--- src/hw/sfpi_pkg.sv ---
// Purpose: Shared constants and carriers for the serial flash pin interface
// Assumes: Byte addresses are 24 bits
// Notes:   Array map, security register map and command codes live here
package sfpi_pkg;

  // ***********************************************************
  // Array organisation
  // ***********************************************************
  localparam int unsigned ADDR_W       = 24;
  localparam int unsigned ARRAY_BYTES  = 2097152;
  localparam int unsigned BLOCK_COUNT  = 32;
  localparam int unsigned SECTOR_COUNT = 512;
  localparam int unsigned PAGE_COUNT   = 8192;
  localparam int unsigned SECTOR_LSB   = 12;
  localparam int unsigned BLOCK_LSB    = 16;
  localparam int unsigned PAGE_LSB     = 8;
  localparam logic [23:0] ARRAY_TOP    = 24'h1fffff;

  // ***********************************************************
  // Security registers
  // ***********************************************************
  localparam int unsigned SEC_REG_COUNT = 4;
  localparam logic [11:0] SEC_REG_LOW   = 12'h000;
  localparam logic [11:0] SEC_REG_HIGH  = 12'h0ff;
  localparam int unsigned UID_W         = 128;

  // ***********************************************************
  // Command codes
  // ***********************************************************
  localparam logic [7:0] CMD_READ      = 8'h03;
  localparam logic [7:0] CMD_FAST      = 8'h0b;
  localparam logic [7:0] CMD_DUAL_OUT  = 8'h3b;
  localparam logic [7:0] CMD_QUAD_OUT  = 8'h6b;
  localparam logic [7:0] CMD_DUAL_IO   = 8'hbb;
  localparam logic [7:0] CMD_QUAD_IO   = 8'heb;
  localparam logic [7:0] CMD_PROGRAM   = 8'h02;
  localparam logic [7:0] CMD_QUAD_PROG = 8'h32;
  localparam logic [7:0] CMD_SECT_ERS  = 8'h20;
  localparam logic [7:0] CMD_BLOCK_ERS = 8'hd8;
  localparam logic [7:0] CMD_CHIP_ERS  = 8'hc7;
  localparam logic [7:0] CMD_CHIP_ERS2 = 8'h60;
  localparam logic [7:0] CMD_WR_STATUS = 8'h01;
  localparam logic [7:0] CMD_SEC_READ  = 8'h48;
  localparam logic [7:0] CMD_SEC_PROG  = 8'h42;
  localparam logic [7:0] CMD_SEC_ERS   = 8'h44;
  localparam logic [7:0] CMD_UID_READ  = 8'h4b;
  localparam logic [7:0] CMD_WRAP      = 8'h77;

  localparam int unsigned FAST_DUMMY = 8;
  localparam int unsigned FIFO_DEPTH = 8;

  // ***********************************************************
  // Carriers
  // ***********************************************************
  typedef enum logic [1:0] { SFPI_W1, SFPI_W2, SFPI_W4 } sfpi_width_t;

  typedef enum logic [2:0] {
    SFPI_OP_NONE, SFPI_OP_READ, SFPI_OP_PROG, SFPI_OP_ERASE_SEC,
    SFPI_OP_ERASE_BLK, SFPI_OP_ERASE_CHIP, SFPI_OP_WR_STATUS
  } sfpi_op_t;

  typedef struct packed {
    sfpi_op_t    op;
    logic        security;
    logic        uid;
    logic [23:0] addr;
  } sfpi_req_t;

  typedef struct packed {
    logic [2:0] block_protect;
    logic       top_bottom_select;
    logic       small_unit_protect;
    logic       complement_protect;
    logic [1:0] status_protect_bits;
    logic [3:1] lock_bits;
    logic       quad_enable_bit;
  } sfpi_status_t;

endpackage

--- src/hw/sfpi_top.sv ---
// Purpose: Pin front end of a serial NOR flash: select, clock, lanes, pause
// Assumes: Serial clock is sampled by clk and must be well below clk/4
// Notes:   Array storage lives outside; this block decodes and carries data
`timescale 1ns/1ps
module sfpi_top import sfpi_pkg::*; #(
  parameter int unsigned        DUMMY_CYCLES = FAST_DUMMY,
  parameter logic [UID_W-1:0]   UNIQUE_ID    = 128'h0123456789abcdef0123456789abcdef
) (
  input  wire logic               clk,
  input  wire logic               rstn,
  input  wire logic               chip_select_n,
  input  wire logic               serial_clock,
  input  wire logic [3:0]         lane_in,
  output logic      [3:0]         lane_out,
  output logic      [3:0]         lane_oe,
  input  wire sfpi_status_t       status,
  input  wire logic               array_busy,
  output sfpi_req_t               req,
  output logic                    req_valid,
  output logic                    protect_pin_blocks,
  output logic                    status_write_refused,
  output logic      [7:0]         wr_data,
  output logic                    wr_valid,
  input  wire logic               wr_ready,
  input  wire logic [7:0]         rd_data,
  input  wire logic               rd_valid,
  output logic                    rd_ready,
  output logic      [6:0]         wrap_len
);
  initial begin
    if (DUMMY_CYCLES == 0 || DUMMY_CYCLES > 15) $error("sfpi_top dummy cycles out of range");
  end

  // ***********************************************************
  // Reset and pin synchronisation
  // ***********************************************************
  logic       rst_s1;
  logic       rst_n;
  logic [5:0] pins;
  logic       cs_n_s;
  logic       sclk_s;
  logic [3:0] lane_s;
  logic       sclk_d;

  always_ff @(posedge clk or negedge rstn) begin
    if (!rstn) begin
      rst_s1 <= 1'b0;
      rst_n  <= 1'b0;
    end else begin
      rst_s1 <= 1'b1;
      rst_n  <= rst_s1;
    end
  end

  sfpi_sync #(.WIDTH(6)) u_sync (
    .clk   (clk),
    .rst_n (rst_n),
    .din   ({chip_select_n, ~serial_clock, ~lane_in}),
    .dout  (pins[5:0])
  );
  assign cs_n_s  = pins[5];
  assign sclk_s  = !pins[4];
  assign lane_s  = ~pins[3:0];

  // ***********************************************************
  // Link state
  // ***********************************************************
  typedef enum logic [2:0] { SF_CMD, SF_ADDR, SF_DUMMY, SF_RX, SF_TX, SF_IGNORE } sfpi_state_t;

  sfpi_state_t state, next_state;
  logic        armed, next_armed;
  logic        cs_d, next_cs_d;
  logic [7:0]  shreg, next_shreg;
  logic [4:0]  bitcnt, next_bitcnt;
  logic [7:0]  cmd, next_cmd;
  logic [23:0] addr, next_addr;
  sfpi_width_t in_w, next_in_w;
  sfpi_width_t out_w, next_out_w;
  logic        is_prog, next_is_prog;
  logic        is_uid, next_is_uid;
  logic [6:0]  uid_idx, next_uid_idx;
  logic [7:0]  txbyte, next_txbyte;
  logic [3:0]  next_lane_out, next_lane_oe;
  logic        next_tx_load;
  logic        tx_load;
  sfpi_req_t   next_req;
  logic        next_req_valid;
  logic        next_refused;
  logic [6:0]  next_wrap;
  logic        next_blocks;
  logic [7:0]  rx_byte;
  logic        rx_push;
  logic        fifo_in_ready;
  logic        rise, fall, paused, quad;
  logic [2:0]  step;

  always_comb begin
    quad   = status.quad_enable_bit;
    rise   = sclk_s && !sclk_d;
    fall   = !sclk_s && sclk_d;
    paused = !quad && !lane_s[3];
    case (state == SF_TX ? out_w : in_w)
      SFPI_W2: step = 3'd2;
      SFPI_W4: step = 3'd4;
      default: step = 3'd1;
    endcase
  end

  always_comb begin
    next_state     = state;
    next_armed     = armed;
    next_cs_d      = cs_n_s;
    next_shreg     = shreg;
    next_bitcnt    = bitcnt;
    next_cmd       = cmd;
    next_addr      = addr;
    next_in_w      = in_w;
    next_out_w     = out_w;
    next_is_prog   = is_prog;
    next_is_uid    = is_uid;
    next_uid_idx   = uid_idx;
    next_txbyte    = txbyte;
    next_lane_out  = lane_out;
    next_lane_oe   = lane_oe;
    next_tx_load   = 1'b0;
    next_req       = req;
    next_req_valid = 1'b0;
    next_refused   = 1'b0;
    next_wrap      = wrap_len;
    next_blocks    = !quad && !lane_s[2];
    rx_byte        = shreg;
    rx_push        = 1'b0;
    if (cs_n_s) begin
      next_lane_oe = 4'h0;
      next_state   = SF_CMD;
      next_bitcnt  = '0;
      next_in_w    = SFPI_W1;
      if (cs_d == 1'b0) begin
        next_armed = 1'b1;
      end else if (!armed) begin
        next_armed = 1'b1;
      end
    end else if (cs_d && !armed) begin
      next_state = SF_IGNORE;
    end else if (paused) begin
      next_lane_oe = 4'h0;
    end else if (rise && state != SF_TX && state != SF_IGNORE) begin
      case (in_w)
        SFPI_W2: next_shreg = {shreg[5:0], lane_s[1:0]};
        SFPI_W4: next_shreg = {shreg[3:0], lane_s};
        default: next_shreg = {shreg[6:0], lane_s[0]};
      endcase
      next_bitcnt = bitcnt + 5'(step);
      case (state)
        SF_CMD: begin
          if (bitcnt == 5'd7) begin
            next_cmd    = next_shreg;
            next_bitcnt = '0;
            next_state  = SF_ADDR;
            next_is_prog = 1'b0;
            next_is_uid  = 1'b0;
            next_req.security = 1'b0;
            next_req.uid      = 1'b0;
            next_out_w  = SFPI_W1;
            case (next_shreg)
              CMD_DUAL_OUT: next_out_w = SFPI_W2;
              CMD_QUAD_OUT: next_out_w = quad ? SFPI_W4 : SFPI_W1;
              CMD_DUAL_IO: begin
                next_in_w  = SFPI_W2;
                next_out_w = SFPI_W2;
              end
              CMD_QUAD_IO: begin
                next_in_w  = quad ? SFPI_W4 : SFPI_W1;
                next_out_w = quad ? SFPI_W4 : SFPI_W1;
              end
              CMD_PROGRAM, CMD_SEC_PROG: next_is_prog = 1'b1;
              CMD_QUAD_PROG: next_is_prog = quad;
              CMD_CHIP_ERS, CMD_CHIP_ERS2: begin
                next_req.op    = SFPI_OP_ERASE_CHIP;
                next_req.addr  = '0;
                next_req_valid = !array_busy;
                next_state     = SF_IGNORE;
              end
              CMD_WR_STATUS: begin
                next_state = SF_RX;
                next_refused = status.status_protect_bits[0] && next_blocks;
              end
              CMD_WRAP: next_state = SF_DUMMY;
              CMD_UID_READ: next_is_uid = 1'b1;
              default: ;
            endcase
            if (next_shreg == CMD_QUAD_PROG && quad) begin
              next_in_w = SFPI_W1;
            end
          end
        end
        SF_ADDR: begin
          next_addr = {addr[22:0], 1'b0};
          case (in_w)
            SFPI_W2: next_addr = {addr[21:0], lane_s[1:0]};
            SFPI_W4: next_addr = {addr[19:0], lane_s};
            default: next_addr = {addr[22:0], lane_s[0]};
          endcase
          if (bitcnt + 5'(step) >= 5'd24) begin
            next_bitcnt = '0;
            next_req.addr = next_addr;
            next_req.security = cmd == CMD_SEC_READ || cmd == CMD_SEC_PROG || cmd == CMD_SEC_ERS;
            next_req.uid = is_uid;
            next_state = SF_DUMMY;
            case (cmd)
              CMD_SECT_ERS: begin
                next_req.op   = SFPI_OP_ERASE_SEC;
                next_req.addr = {next_addr[23:SECTOR_LSB], 12'h000};
              end
              CMD_BLOCK_ERS: begin
                next_req.op   = SFPI_OP_ERASE_BLK;
                next_req.addr = {next_addr[23:BLOCK_LSB], 16'h0000};
              end
              CMD_SEC_ERS: begin
                next_req.op   = SFPI_OP_ERASE_SEC;
                next_req.addr = {10'h000, next_addr[SECTOR_LSB+1:SECTOR_LSB], 12'h000};
              end
              default: next_req.op = is_prog ? SFPI_OP_PROG : SFPI_OP_READ;
            endcase
            if (cmd == CMD_SECT_ERS || cmd == CMD_BLOCK_ERS || cmd == CMD_SEC_ERS) begin
              next_state     = SF_IGNORE;
              next_req_valid = !array_busy;
            end else if (is_prog) begin
              next_state = SF_RX;
              if (cmd == CMD_QUAD_PROG) begin
                next_in_w = SFPI_W4;
              end
              next_req_valid = !array_busy;
            end else if (cmd == CMD_READ) begin
              next_state     = SF_TX;
              next_req_valid = 1'b1;
            end
          end
        end
        SF_DUMMY: begin
          if (cmd == CMD_WRAP && bitcnt == 5'd7) begin
            // byte window from bits 6:5, bit 4 clear enables
            next_wrap  = next_shreg[4] ? 7'h00 : 7'(8 << next_shreg[6:5]);
            next_state = SF_IGNORE;
          end else if (cmd != CMD_WRAP && bitcnt == 5'(DUMMY_CYCLES - 1)) begin
            next_state     = SF_TX;
            next_bitcnt    = '0;
            next_req_valid = 1'b1;
          end else if (cmd != CMD_WRAP) begin
            next_bitcnt = bitcnt + 5'd1;
          end
        end
        SF_RX: begin
          if (bitcnt + 5'(step) >= 5'd8) begin
            next_bitcnt = '0;
            rx_byte     = next_shreg;
            rx_push     = cmd != CMD_WR_STATUS;
            if (cmd == CMD_WR_STATUS) begin
              next_req.op    = SFPI_OP_WR_STATUS;
              next_req.addr  = {16'h0000, next_shreg};
              next_req_valid = !(status.status_protect_bits[0] && next_blocks);
              next_state     = SF_IGNORE;
            end
          end
        end
        default: ;
      endcase
    end else if (fall && state == SF_TX) begin
      next_in_w = out_w;
      case (out_w)
        SFPI_W2: begin
          next_lane_out = {2'b00, txbyte[7:6]};
          next_lane_oe  = 4'h3;
          next_txbyte   = {txbyte[5:0], 2'b00};
        end
        SFPI_W4: begin
          next_lane_out = txbyte[7:4];
          next_lane_oe  = 4'hf;
          next_txbyte   = {txbyte[3:0], 4'h0};
        end
        default: begin
          next_lane_out = {2'b00, txbyte[7], 1'b0};
          next_lane_oe  = 4'h2;
          next_txbyte   = {txbyte[6:0], 1'b0};
        end
      endcase
      next_bitcnt = bitcnt + 5'(step);
      if (bitcnt + 5'(step) >= 5'd8) begin
        next_bitcnt  = '0;
        next_tx_load = 1'b1;
      end
    end
    if (tx_load || (state != SF_TX && next_state == SF_TX)) begin
      if (is_uid) begin
        next_txbyte  = UNIQUE_ID[UID_W-1-8*uid_idx[3:0] -: 8];
        next_uid_idx = uid_idx + 7'd1;
      end else begin
        next_txbyte = rd_valid ? rd_data : 8'hff;
      end
    end
    if (next_state == SF_CMD) begin
      next_uid_idx = '0;
    end
  end

  always_ff @(posedge clk or negedge rst_n) begin
    if (!rst_n) begin
      state    <= SF_CMD;
      armed    <= 1'b0;
      cs_d     <= 1'b1;
      sclk_d   <= 1'b1;
      shreg    <= '0;
      bitcnt   <= '0;
      cmd      <= '0;
      addr     <= '0;
      in_w     <= SFPI_W1;
      out_w    <= SFPI_W1;
      is_prog  <= 1'b0;
      is_uid   <= 1'b0;
      uid_idx  <= '0;
      txbyte   <= '0;
      tx_load  <= 1'b0;
      lane_out <= '0;
      lane_oe  <= '0;
      req      <= '0;
      req_valid <= 1'b0;
      status_write_refused <= 1'b0;
      protect_pin_blocks   <= 1'b0;
      wrap_len <= '0;
      rd_ready <= 1'b0;
    end else begin
      state    <= next_state;
      armed    <= next_armed;
      cs_d     <= next_cs_d;
      sclk_d   <= sclk_s;
      shreg    <= next_shreg;
      bitcnt   <= next_bitcnt;
      cmd      <= next_cmd;
      addr     <= next_addr;
      in_w     <= next_in_w;
      out_w    <= next_out_w;
      is_prog  <= next_is_prog;
      is_uid   <= next_is_uid;
      uid_idx  <= next_uid_idx;
      txbyte   <= next_txbyte;
      tx_load  <= next_tx_load;
      lane_out <= next_lane_out;
      lane_oe  <= next_lane_oe;
      req      <= next_req;
      req_valid <= next_req_valid;
      status_write_refused <= next_refused;
      protect_pin_blocks   <= next_blocks;
      wrap_len <= next_wrap;
      rd_ready <= (tx_load || (state != SF_TX && next_state == SF_TX)) && !is_uid;
    end
  end

  // ***********************************************************
  // Program data buffer toward the array
  // ***********************************************************
  logic [7:0] fifo_data;
  logic       fifo_valid;

  sfpi_fifo #(.WIDTH(8), .DEPTH(FIFO_DEPTH)) u_fifo (
    .clk       (clk),
    .rst_n     (rst_n),
    .flush     (1'b0),
    .in_valid  (rx_push),
    .in_ready  (fifo_in_ready),
    .in_data   (rx_byte),
    .out_valid (fifo_valid),
    .out_ready (!wr_valid || wr_ready),
    .out_data  (fifo_data)
  );

  always_ff @(posedge clk or negedge rst_n) begin
    if (!rst_n) begin
      wr_valid <= 1'b0;
      wr_data  <= '0;
    end else if (!wr_valid || wr_ready) begin
      wr_valid <= fifo_valid;
      wr_data  <= fifo_data;
    end
  end
endmodule

--- src/hw/sfpi_sync.sv ---
// Purpose: Two-flop synchroniser for pin inputs
// Assumes: Inputs are asynchronous to clk
// Notes:   First stage is read only by the second
`timescale 1ns/1ps
module sfpi_sync import sfpi_pkg::*; #(
  parameter int unsigned WIDTH = 1
) (
  input  wire logic             clk,
  input  wire logic             rst_n,
  input  wire logic [WIDTH-1:0] din,
  output logic      [WIDTH-1:0] dout
);
  logic [WIDTH-1:0] stage1;
  logic [WIDTH-1:0] next_stage1;
  logic [WIDTH-1:0] next_dout;

  always_comb begin
    next_stage1 = din;
    next_dout   = stage1;
  end

  always_ff @(posedge clk or negedge rst_n) begin
    if (!rst_n) begin
      stage1 <= '0;
      dout   <= '0;
    end else begin
      stage1 <= next_stage1;
      dout   <= next_dout;
    end
  end
endmodule

--- src/hw/sfpi_fifo.sv ---
// Purpose: Small FIFO for serial data words
// Assumes: Depth is a power of two
// Notes:   Valid/ready on both sides, honest full and empty
`timescale 1ns/1ps
module sfpi_fifo import sfpi_pkg::*; #(
  parameter int unsigned WIDTH = 8,
  parameter int unsigned DEPTH = FIFO_DEPTH
) (
  input  wire logic             clk,
  input  wire logic             rst_n,
  input  wire logic             flush,
  input  wire logic             in_valid,
  output logic                  in_ready,
  input  wire logic [WIDTH-1:0] in_data,
  output logic                  out_valid,
  input  wire logic             out_ready,
  output logic      [WIDTH-1:0] out_data
);
  localparam int unsigned AW = $clog2(DEPTH);

  initial begin
    if (DEPTH < 2 || (1 << AW) != DEPTH) $error("sfpi_fifo depth must be a power of two");
  end

  logic [WIDTH-1:0] mem [DEPTH];
  logic [AW:0]      wr_ptr;
  logic [AW:0]      rd_ptr;
  logic [AW:0]      next_wr_ptr;
  logic [AW:0]      next_rd_ptr;
  logic             push;
  logic             pop;

  always_comb begin
    in_ready    = (wr_ptr - rd_ptr) != (AW+1)'(DEPTH);
    out_valid   = wr_ptr != rd_ptr;
    out_data    = mem[rd_ptr[AW-1:0]];
    push        = in_valid && in_ready;
    pop         = out_valid && out_ready;
    next_wr_ptr = flush ? '0 : wr_ptr + (AW+1)'(push);
    next_rd_ptr = flush ? '0 : rd_ptr + (AW+1)'(pop);
  end

  always_ff @(posedge clk or negedge rst_n) begin
    if (!rst_n) begin
      wr_ptr <= '0;
      rd_ptr <= '0;
    end else begin
      wr_ptr <= next_wr_ptr;
      rd_ptr <= next_rd_ptr;
    end
  end

  always_ff @(posedge clk) begin
    if (push) begin
      mem[wr_ptr[AW-1:0]] <= in_data;
    end
  end
endmodule

--- config.mk ---
export PLATFORM = sky130hd
export DESIGN_NAME = sfpi_top
export DESIGN_NICKNAME = d
export VERILOG_FILES = /design/src/hw/sfpi_pkg.sv /design/src/hw/sfpi_top.sv /design/src/hw/sfpi_sync.sv /design/src/hw/sfpi_fifo.sv
export SDC_FILE = /design/constraint.sdc
export NUM_CORES = 1
export LEC_CHECK = 0
export BUFFER_PORTS_ARGS = -buffer_cell sky130_fd_sc_hd__buf_2
export CELL_PAD_IN_SITES_DETAIL_PLACEMENT = 1
export CELL_PAD_IN_SITES_GLOBAL_PLACEMENT = 2
export CORE_AREA = 4 4 172 174
export DETAILED_ROUTE_END_ITERATION = 7
export DIE_AREA = 0 0 176 178
export PLACE_DENSITY = 0.75
export SYNTH_ARGS = -nofsm -noshare
export SYNTH_HDL_FRONTEND = slang
export SYNTH_SLANG_ARGS = --single-unit
--- constraint.sdc ---
create_clock -name clk -period 3.9 [get_ports clk]
set_input_delay 0.78 -clock clk [delete_from_list [all_inputs] [get_ports clk]]
set_output_delay 0.78 -clock clk [all_outputs]
set_load 0.005 [all_outputs]
==> Yosys cells after proc, flatten, opt, wreduce, memory -nomap -nowiden <==
Memories as Yosys holds them, arrays and structs flattened. A register that Yosys moved wholly into a read port is not among the register bits.
Index checks and enable logic that the tools add are counted.
{ "totals": {"regBits": 143, "mem_bits_rw": 64, "out_inout_bits": 57, "elab_cells": 297, "memories": 1} }
{ "op_classes": {"add_sub_neg": 7, "n_lt_le_gt_ge": 2, "eq_ne": 58, "shifts": 2, "mux": 128, "n_bitwise": 7, "reduce_logical": 59} }
{ "memory_table": {"columns": ["name", "depth", "width", "read_ports", "rd_ports_with_merged_regs", "write_ports", "line", "text"], "rows": [
  ["u_fifo.mem", 8, 8, 1, 1, 1, "sfpi_fifo.sv:25", "logic [WIDTH-1:0] mem [DEPTH];"]
]} }
{ "op_table": {"columns": ["cell", "n"], "rows": [
  ["$mux 8", 18],
  ["$pmux 24 s3", 2],
  ["$shiftx 135x33->8 const A", 1],
  ["$eq 8x7->1 const B", 9],
  ["$mux 24", 3],
  ["$mux 29", 2],
  ["$mux 5", 11],
  ["$mux 3", 16],
  ["$pmux 24 s2", 1],
  ["$mux 1", 36],
  ["$eq 8x6->1 const B", 4],
  ["$eq 8x8->1 const B", 4],
  ["$pmux 8 s2", 2],
  ["$mux 2", 14],
  ["$mux 7", 4],
  ["$mux 4", 5],
  ["$ne 4x3->1 const B", 5],
  ["$pmux 5 s4", 1],
  ["$reduce_and 10->1", 2],
  ["$pmux 3 s3", 2],
  ["$eq 8x1->1 const B", 2],
  ["$eq 8x2->1 const B", 2],
  ["$logic_and 1x1->1", 16],
  ["$pmux 2 s2", 4],
  ["44 further kinds", 97]
]} }

==> Depth between registers and ports, before layout <==
{ "depth": {"depth_word": 22, "depth_mapped": 21, "depth_no_buf": 19} }

==> Cells and area by module <==
From an unflattened synthesis, not the netlist that was laid out.
{ "unflattened": {"cells_unflattened": 976, "hier_area_um2": 10088.4} }
{ "modules_own_cells": {"columns": ["module", "n_inst", "cells_each", "area_each_um2", "seq_area_each_um2"], "rows": [
  ["sfpi_top", 1, 797, 6821.5, 3080.5],
  ["sfpi_fifo", 1, 167, 2966.6, 2122.0],
  ["sfpi_sync", 1, 12, 300.3, 300.3]
]} }

==> Worst setup path before layout <==
No wires, ideal clock.
{ "synth_path": {"path_type": "flip-flop to flip-flop", "startpoint": "reg state[1]", "endpoint": "mem u_fifo.mem[1][0] (enable)", "setup_time_ns": 0.383, "arrival_time_ns": 4.210, "slack_ns": -0.694, "stages_incl_launch_ff": 20, "n_path_buf": 2, "synth_period_minus_slack_ns": 4.594, "path_cell_list": "dfrtp_1 > buf_4 > inv_1 > nand2_1 > nor2_1 > nand2_1 > o21ai_0 > inv_1 > ha_1 > ha_1 > inv_1 > fa_1 > and4_1 > o21ai_0 > nand2_1 > or3_1 > clkbuf_1 > nor3b_1 > nand2_1 > nor3_1"} }
{ "synth_between": {"elab_chain_cells": 15, "elab_cells_between_ends": 21, "classes_between": "1 x add/sub; 1 x order compare; 6 x eq/ne; 10 x mux; 3 x reduce/logical"} }
{ "synth_lines": {"columns": ["element", "line", "text"], "rows": [
  ["from (decl)", "sfpi_top.sv:70", "sfpi_state_t state, next_state;"],
  ["from (signal assigned)", "sfpi_top.sv:332", "state <= next_state;"],
  ["$eq 3x3->1", "sfpi_top.sv:102", "case (state == SF_TX ? out_w : in_w)"],
  ["$mux 2", "sfpi_top.sv:102", null],
  ["$eq 2x2->1 / $eq 2x1->1 (equally long branches)", "sfpi_top.sv:102", null],
  ["$pmux 3 s2", "sfpi_top.sv:102", null],
  ["$add 5x3->5", "sfpi_top.sv:254", "if (bitcnt + 5'(step) >= 5'd8) begin"],
  ["$ge 5x4->1", "sfpi_top.sv:254", null],
  ["$mux 1", "sfpi_top.sv:254", null],
  ["$mux 1", "sfpi_top.sv:154", "case (state)"],
  ["$mux 1 *", "sfpi_top.sv:147", "end else if (rise && state != SF_TX && state != SF_IGNORE) begin"],
  ["$mux 1 *", "sfpi_top.sv:145", "end else if (paused) begin"],
  ["$mux 1 *", "sfpi_top.sv:143", "end else if (cs_d && !armed) begin"],
  ["$mux 1 *", "sfpi_top.sv:133", "if (cs_n_s) begin"],
  ["$logic_and 1x1->1 *", "sfpi_fifo.sv:37", "push = in_valid && in_ready;"],
  ["$mux 1 *", "sfpi_fifo.sv:54", "if (push) begin"],
  ["$mux 1 (implied by the code) *", "sfpi_fifo.sv:55", "mem[wr_ptr[AW-1:0]] <= in_data;"],
  ["to (decl)", "sfpi_fifo.sv:25", null]
]} }
Every way passes the cells marked *; elsewhere a longest branch is shown, timed or not.

==> Worst setup path in the final report <==
{ "layout_path": {"startpoint": "reg state[1]", "endpoint": "reg txbyte[2]"} }
{ "layout_between": {"elab_chain_cells": 17, "elab_cells_between_ends": 38, "classes_between": "1 x add/sub; 2 x order compare; 13 x eq/ne; 14 x mux; 8 x reduce/logical"} }
{ "layout_lines": {"columns": ["element", "line", "text"], "rows": [
  ["$eq 3x3->1", "sfpi_top.sv:102, sfpi_top.sv:268", null],
  ["$mux 2", "sfpi_top.sv:102", null],
  ["$eq 2x2->1 / $eq 2x1->1 (equally long branches)", "sfpi_top.sv:102", null],
  ["$pmux 3 s2", "sfpi_top.sv:102", null],
  ["$add 5x3->5", "sfpi_top.sv:204, sfpi_top.sv:254", null],
  ["$ge 5x4->1 / $ge 5x5->1 (equally long branches)", "sfpi_top.sv:254, sfpi_top.sv:204", null],
  ["$mux 3, on equally long branches", "sfpi_top.sv:254, sfpi_top.sv:204", null],
  ["$pmux 3 s4", "sfpi_top.sv:154", null],
  ["$mux 3", "sfpi_top.sv:147", null],
  ["$mux 3", "sfpi_top.sv:145", null],
  ["$mux 3", "sfpi_top.sv:143", null],
  ["$mux 3", "sfpi_top.sv:133", null],
  ["$eq 3x3->1", "sfpi_top.sv:293", "if (tx_load || (state != SF_TX && next_state == SF_TX)) begin"],
  ["$logic_and 1x1->1", "sfpi_top.sv:293", null],
  ["$logic_or 1x1->1", "sfpi_top.sv:293", null],
  ["$ne 2x2->1 (no line), or another cell as far along", null, null],
  ["$reduce_and 5->1 (no line)", null, null],
  ["to (signal assigned)", "sfpi_top.sv:345", "txbyte <= next_txbyte;"],
  ["to (decl)", "sfpi_top.sv:82", "logic [7:0] txbyte, next_txbyte;"]
]} }
Several ways; a longest one is shown, not always the timed one.
A chain may end at the register's enable or synchronous reset.

==> impl_metrics.sql <==
INSERT INTO impl_metrics (metric_group, metric, value, unit) VALUES
('run_status', 'status', 'complete, no violations', ''),
('synthesis', 'synth_top_family_by_area', 'compound AO/OA/AOI/OAI gates', ''),
('synthesis', 'postSynthAreaPerCell', '10.9', 'um2'),
('grt', 'grt.total_usage', '17.2', '%'),
('setup_path', 'timing_worst_setup_path_type', 'flop to flop', ''),
('floorplan', 'start_util', '35.9', '%'),
('layout', 'drive_gt1_share', '25.3', '%'),
('synthesis', 'synth_largest_type_area_fraction', '35.3', '%'),
('flow_run', 'drv_cap', '0', ''),
('layout', 'diodes', '0', ''),
('place', 'port-buffer-count', '74', ''),
('sta', 'total_negative_setup_slack', '0', 'ns'),
('setup_path', 'ff2ff_path_depth', '19', ''),
('synthesis', 'mapped_cell_area', '9990', 'um2'),
('layout', 'nets', '1092', ''),
('grt', 'grt_start_max_net_pins', '65', ''),
('detailed_routing', 'dr.pass1.iters', '4', ''),
('grt', 'remaining_global_route_overflow', '0', ''),
('cts', 'cts-buffers-inserted', '24', ''),
('synthesis', 'synth-seq-cells', '207', ''),
('synthesis', 'post-synth-top-count-cell', 'sky130_fd_sc_hd__dfrtp_1', ''),
('synthesis', 'netlist.top_cell.by_area', 'sky130_fd_sc_hd__dfrtp_1', ''),
('grt', 'gr-usage-met3', '2.33', '%'),
('layout', 'synth_to_final_area_change', '23.0', '%'),
('cts', 'clk_pin_slew', '0.06', 'ns'),
('grt', 'grt_antenna_before_repair', '0', ''),
('synthesis', 'synth_commonest_cells', 'sky130_fd_sc_hd__dfrtp_1 (141), sky130_fd_sc_hd__nand2_1 (135), sky130_fd_sc_hd__o21ai_0 (123), sky130_fd_sc_hd__edfxtp_1 (64), sky130_fd_sc_hd__nor2_1 (52)', ''),
('hold_path', 'holdCritPathClass', 'flop to flop', ''),
('sta', 'timing.max_slew.rel_slack', '38.8', '%'),
('cts', 'cts_tree', 'yes', ''),
('place', 'place_hpwl', '19100', 'um'),
('detailed_routing', 'routed_via_density', '5.21', ''),
('sta', 'worst-slew-pin-transition', '0.918', 'ns'),
('place', 'detailed_place.area', '11300', 'um2'),
('sta', 'timing.final.setup_violations', '0', ''),
('synthesis', 'compound_gate_portion_of_the_synthesized_area', '17.5', '%'),
('setup_path', 'critical_path_required', '4.30', 'ns'),
('detailed_routing', 'drt-initial-drc-count', '396', ''),
('hold_path', 'hold_depth', '0', ''),
('grt', 'globalRouteMet1Util', '23.9', '%'),
('grt', 'met2_layer_usage_reported_by_global_route', '29.0', '%'),
('synthesis', 'dominantRegCellSynth', 'sky130_fd_sc_hd__dfrtp_1', ''),
('synthesis', 'ys_seq_area_share', '55.1', '%'),
('sta', 'timing.final.crit_share', '96.2', '%'),
('setup_path', 'setup.worst_path.start_class', 'flop', ''),
('layout', 'post_layout_nonfiller_instances', '1437', ''),
('power_and_ir_drop', 'powerDensity', '469', 'nW/um2'),
('layout', 'fill_cells', '3094', ''),
('synthesis', 'multiplexer_share_of_the_synthesized_area', '6.45', '%'),
('synthesis', 'post_synth_edffs', '64', ''),
('place', 'place_inst', '1385', ''),
('floorplan', 'core_area', '27800', 'um2'),
('detailed_routing', 'total_length_of_routed_wires', '26800', 'um'),
('sta', 'final.min_clock_period', '3.75', 'ns'),
('detailed_routing', 'via_count', '7492', ''),
('cts', 'clk_root_buffer_cell', 'sky130_fd_sc_hd__clkbuf_16', ''),
('synthesis', 'post_synth_num_cell_types', '83', ''),
('setup_path', 'critical-path-slowest-cell', 'sky130_fd_sc_hd__o41a_1', ''),
('grt', 'grt_pass1_wl', '43600', 'um'),
('synthesis', 'post_synth_xor_area_fraction', '0.789', '%'),
('floorplan', 'chipWidth', '176', 'um'),
('synthesis', 'proportion_of_synthesized_flip_flops_having_asynchronous_set_or_reset', '69.1', '%'),
('grt', 'vias_in_the_first_global_route', '7831', ''),
('place', 'gp_congestion', '0.828', ''),
('floorplan', 'design.die.area', '31300', 'um2'),
('grt', 'grt_most_used_layer', 'met2', ''),
('setup_path', 'crit_path_end_kind', 'flop', ''),
('floorplan', 'die-height', '178', 'um'),
('synthesis', 'synth_simple_gate_area_share', '13.7', '%'),
('cts', 'worst_skew_pair_latency', '0.54', 'ns'),
('detailed_routing', 'drc', '0', '');
[area by class of cell]
| type | count | area (um2) | area share (%) |
|---|---|---|---|
| clock inverters | 14 | 118 | 0.958 |
| well taps | 378 | 473 | 3.85 |
| inverters | 33 | 126 | 1.03 |
| flip-flops and latches | 207 | 5510 | 44.8 |
| repair buffers | 151 | 1050 | 8.59 |
| multi-input cells | 625 | 4370 | 35.6 |
| clock buffers | 29 | 629 | 5.12 |
[report_power, final]
part           switching (mW)  total [mW]  internal (mW)
clock                   0.918        2.14           1.22
sequential              0.109        2.52           2.41
combinational           0.617        1.10          0.487
[path summary, 6_finish.rpt]
| kind | slack [ns] | startpoint | endpoint |
|---|---|---|---|
| min reg2reg | 0.35 | u_sync.next_dout[0]$_DFF_PN0_ | u_sync.dout[0]$_DFF_PN0_ |
| max | 0.15 | state[1]$_DFF_PN0_ | txbyte[2]$_DFFE_PN0P_ |
| max reg2reg | 0.15 | state[1]$_DFF_PN0_ | txbyte[2]$_DFFE_PN0P_ |
| min | 0.35 | u_sync.next_dout[0]$_DFF_PN0_ | u_sync.dout[0]$_DFF_PN0_ |
| max in group asynchronous | 2.45 | rst_n$_DFF_PN0_ | sclk_d$_DFF_PN1_ |
| min in group asynchronous | 0.46 | rst_n$_DFF_PN0_ | req[5]$_DFFE_PN0P_ |
[per-stage QoR]
| step | power, mW | setup slack, ns | hold slack (ns) | utilization [%] |
|---|---|---|---|---|
| floorplan | 3.26 | -0.0408 | 0.331 | - |
| global placement | 3.61 | -0.00218 | 0.333 | 40.7 |
| detailed placement | 3.65 | -0.139 | 0.336 | 40.7 |
| CTS | 5.82 | 0.00803 | 0.339 | 43.6 |
| global route | 6.08 | -0.0332 | 0.341 | 44.2 |
| finish | 5.77 | 0.149 | 0.349 | 44.2 |
[registers in the layout, summed over array words and instances (netlist names), 4 cells and up]
register / flops
wr_data: 8
req: 29
bitcnt: 5
shreg: 8
u_fifo.mem: 64
u_fifo.wr_ptr: 4
cmd: 8
lane_out: 4
wrap_len: 4
u_sync.next_dout: 6
u_sync.dout: 6
addr: 23
txbyte: 8
u_fifo.rd_ptr: 4
[worst max-delay path, delay by kind of cell, from the launching register on]
| family | cells | cell delay [ns] |
|---|---|---|
| and+or+nand+nor | 5 | 0.49 |
| DFF | 1 | 0.40 |
| buffers and inverters | 4 | 0.35 |
| adders and majority gates | 3 | 0.77 |
| muxes | 2 | 0.42 |
| AOI/OAI and AO/OA | 5 | 1.18 |
[layer usage]
metal	up-vias	wire length, um
li1	3619	-
met1	3731	12400
met2	113	13000
met3	29	873
met4	0	442
met5	-	0
[cell families after synthesis]
kind of cell,count (synthesis)
buf+inv,90
xor+xnor,9
simple gates,285
fa+ha+maj,19
compound gates,265
other cells,2
flops,207
mux,43
[placed cells by master (no fill, tap or decap), types with 7 or more instances in the layout]
cell type,Yosys,routed
sky130_fd_sc_hd__nand2b_1,7,7
sky130_fd_sc_hd__a21oi_1,29,29
sky130_fd_sc_hd__nand4_1,9,9
sky130_fd_sc_hd__and2_1,7,7
sky130_fd_sc_hd__dfrtp_1,141,140
sky130_fd_sc_hd__buf_4,5,67
sky130_fd_sc_hd__nor3_1,16,12
sky130_fd_sc_hd__clkbuf_16,0,24
sky130_fd_sc_hd__clkinv_1,2,9
sky130_fd_sc_hd__a22oi_1,10,9
sky130_fd_sc_hd__o21ai_1,2,8
sky130_fd_sc_hd__nor2b_1,10,9
sky130_fd_sc_hd__o31ai_2,2,7
sky130_fd_sc_hd__a221o_1,24,24
sky130_fd_sc_hd__mux2i_1,19,19
sky130_fd_sc_hd__nand2_1,135,132
sky130_fd_sc_hd__nand3_1,13,13
sky130_fd_sc_hd__buf_12,0,8
sky130_fd_sc_hd__o31ai_1,25,20
sky130_fd_sc_hd__nor2_1,52,45
sky130_fd_sc_hd__mux4_2,16,16
sky130_fd_sc_hd__o21ai_0,123,112
sky130_fd_sc_hd__buf_2,1,74
sky130_fd_sc_hd__edfxtp_1,64,64
sky130_fd_sc_hd__inv_1,30,27
sky130_fd_sc_hd__ha_1,18,15
[repair_timing]
item | 4_1_cts | 5_1_grt
hold endpoints to repair | 2 | 0
buffers inserted | 3 | 5
setup endpoints to repair | 124 | 151
resized for setup | 13 | 27
hold buffers | 1 | 0
cloned | 0 | 0
pin swaps | 5 | 16
Note: power is estimated with default switching activity, not from simulation.
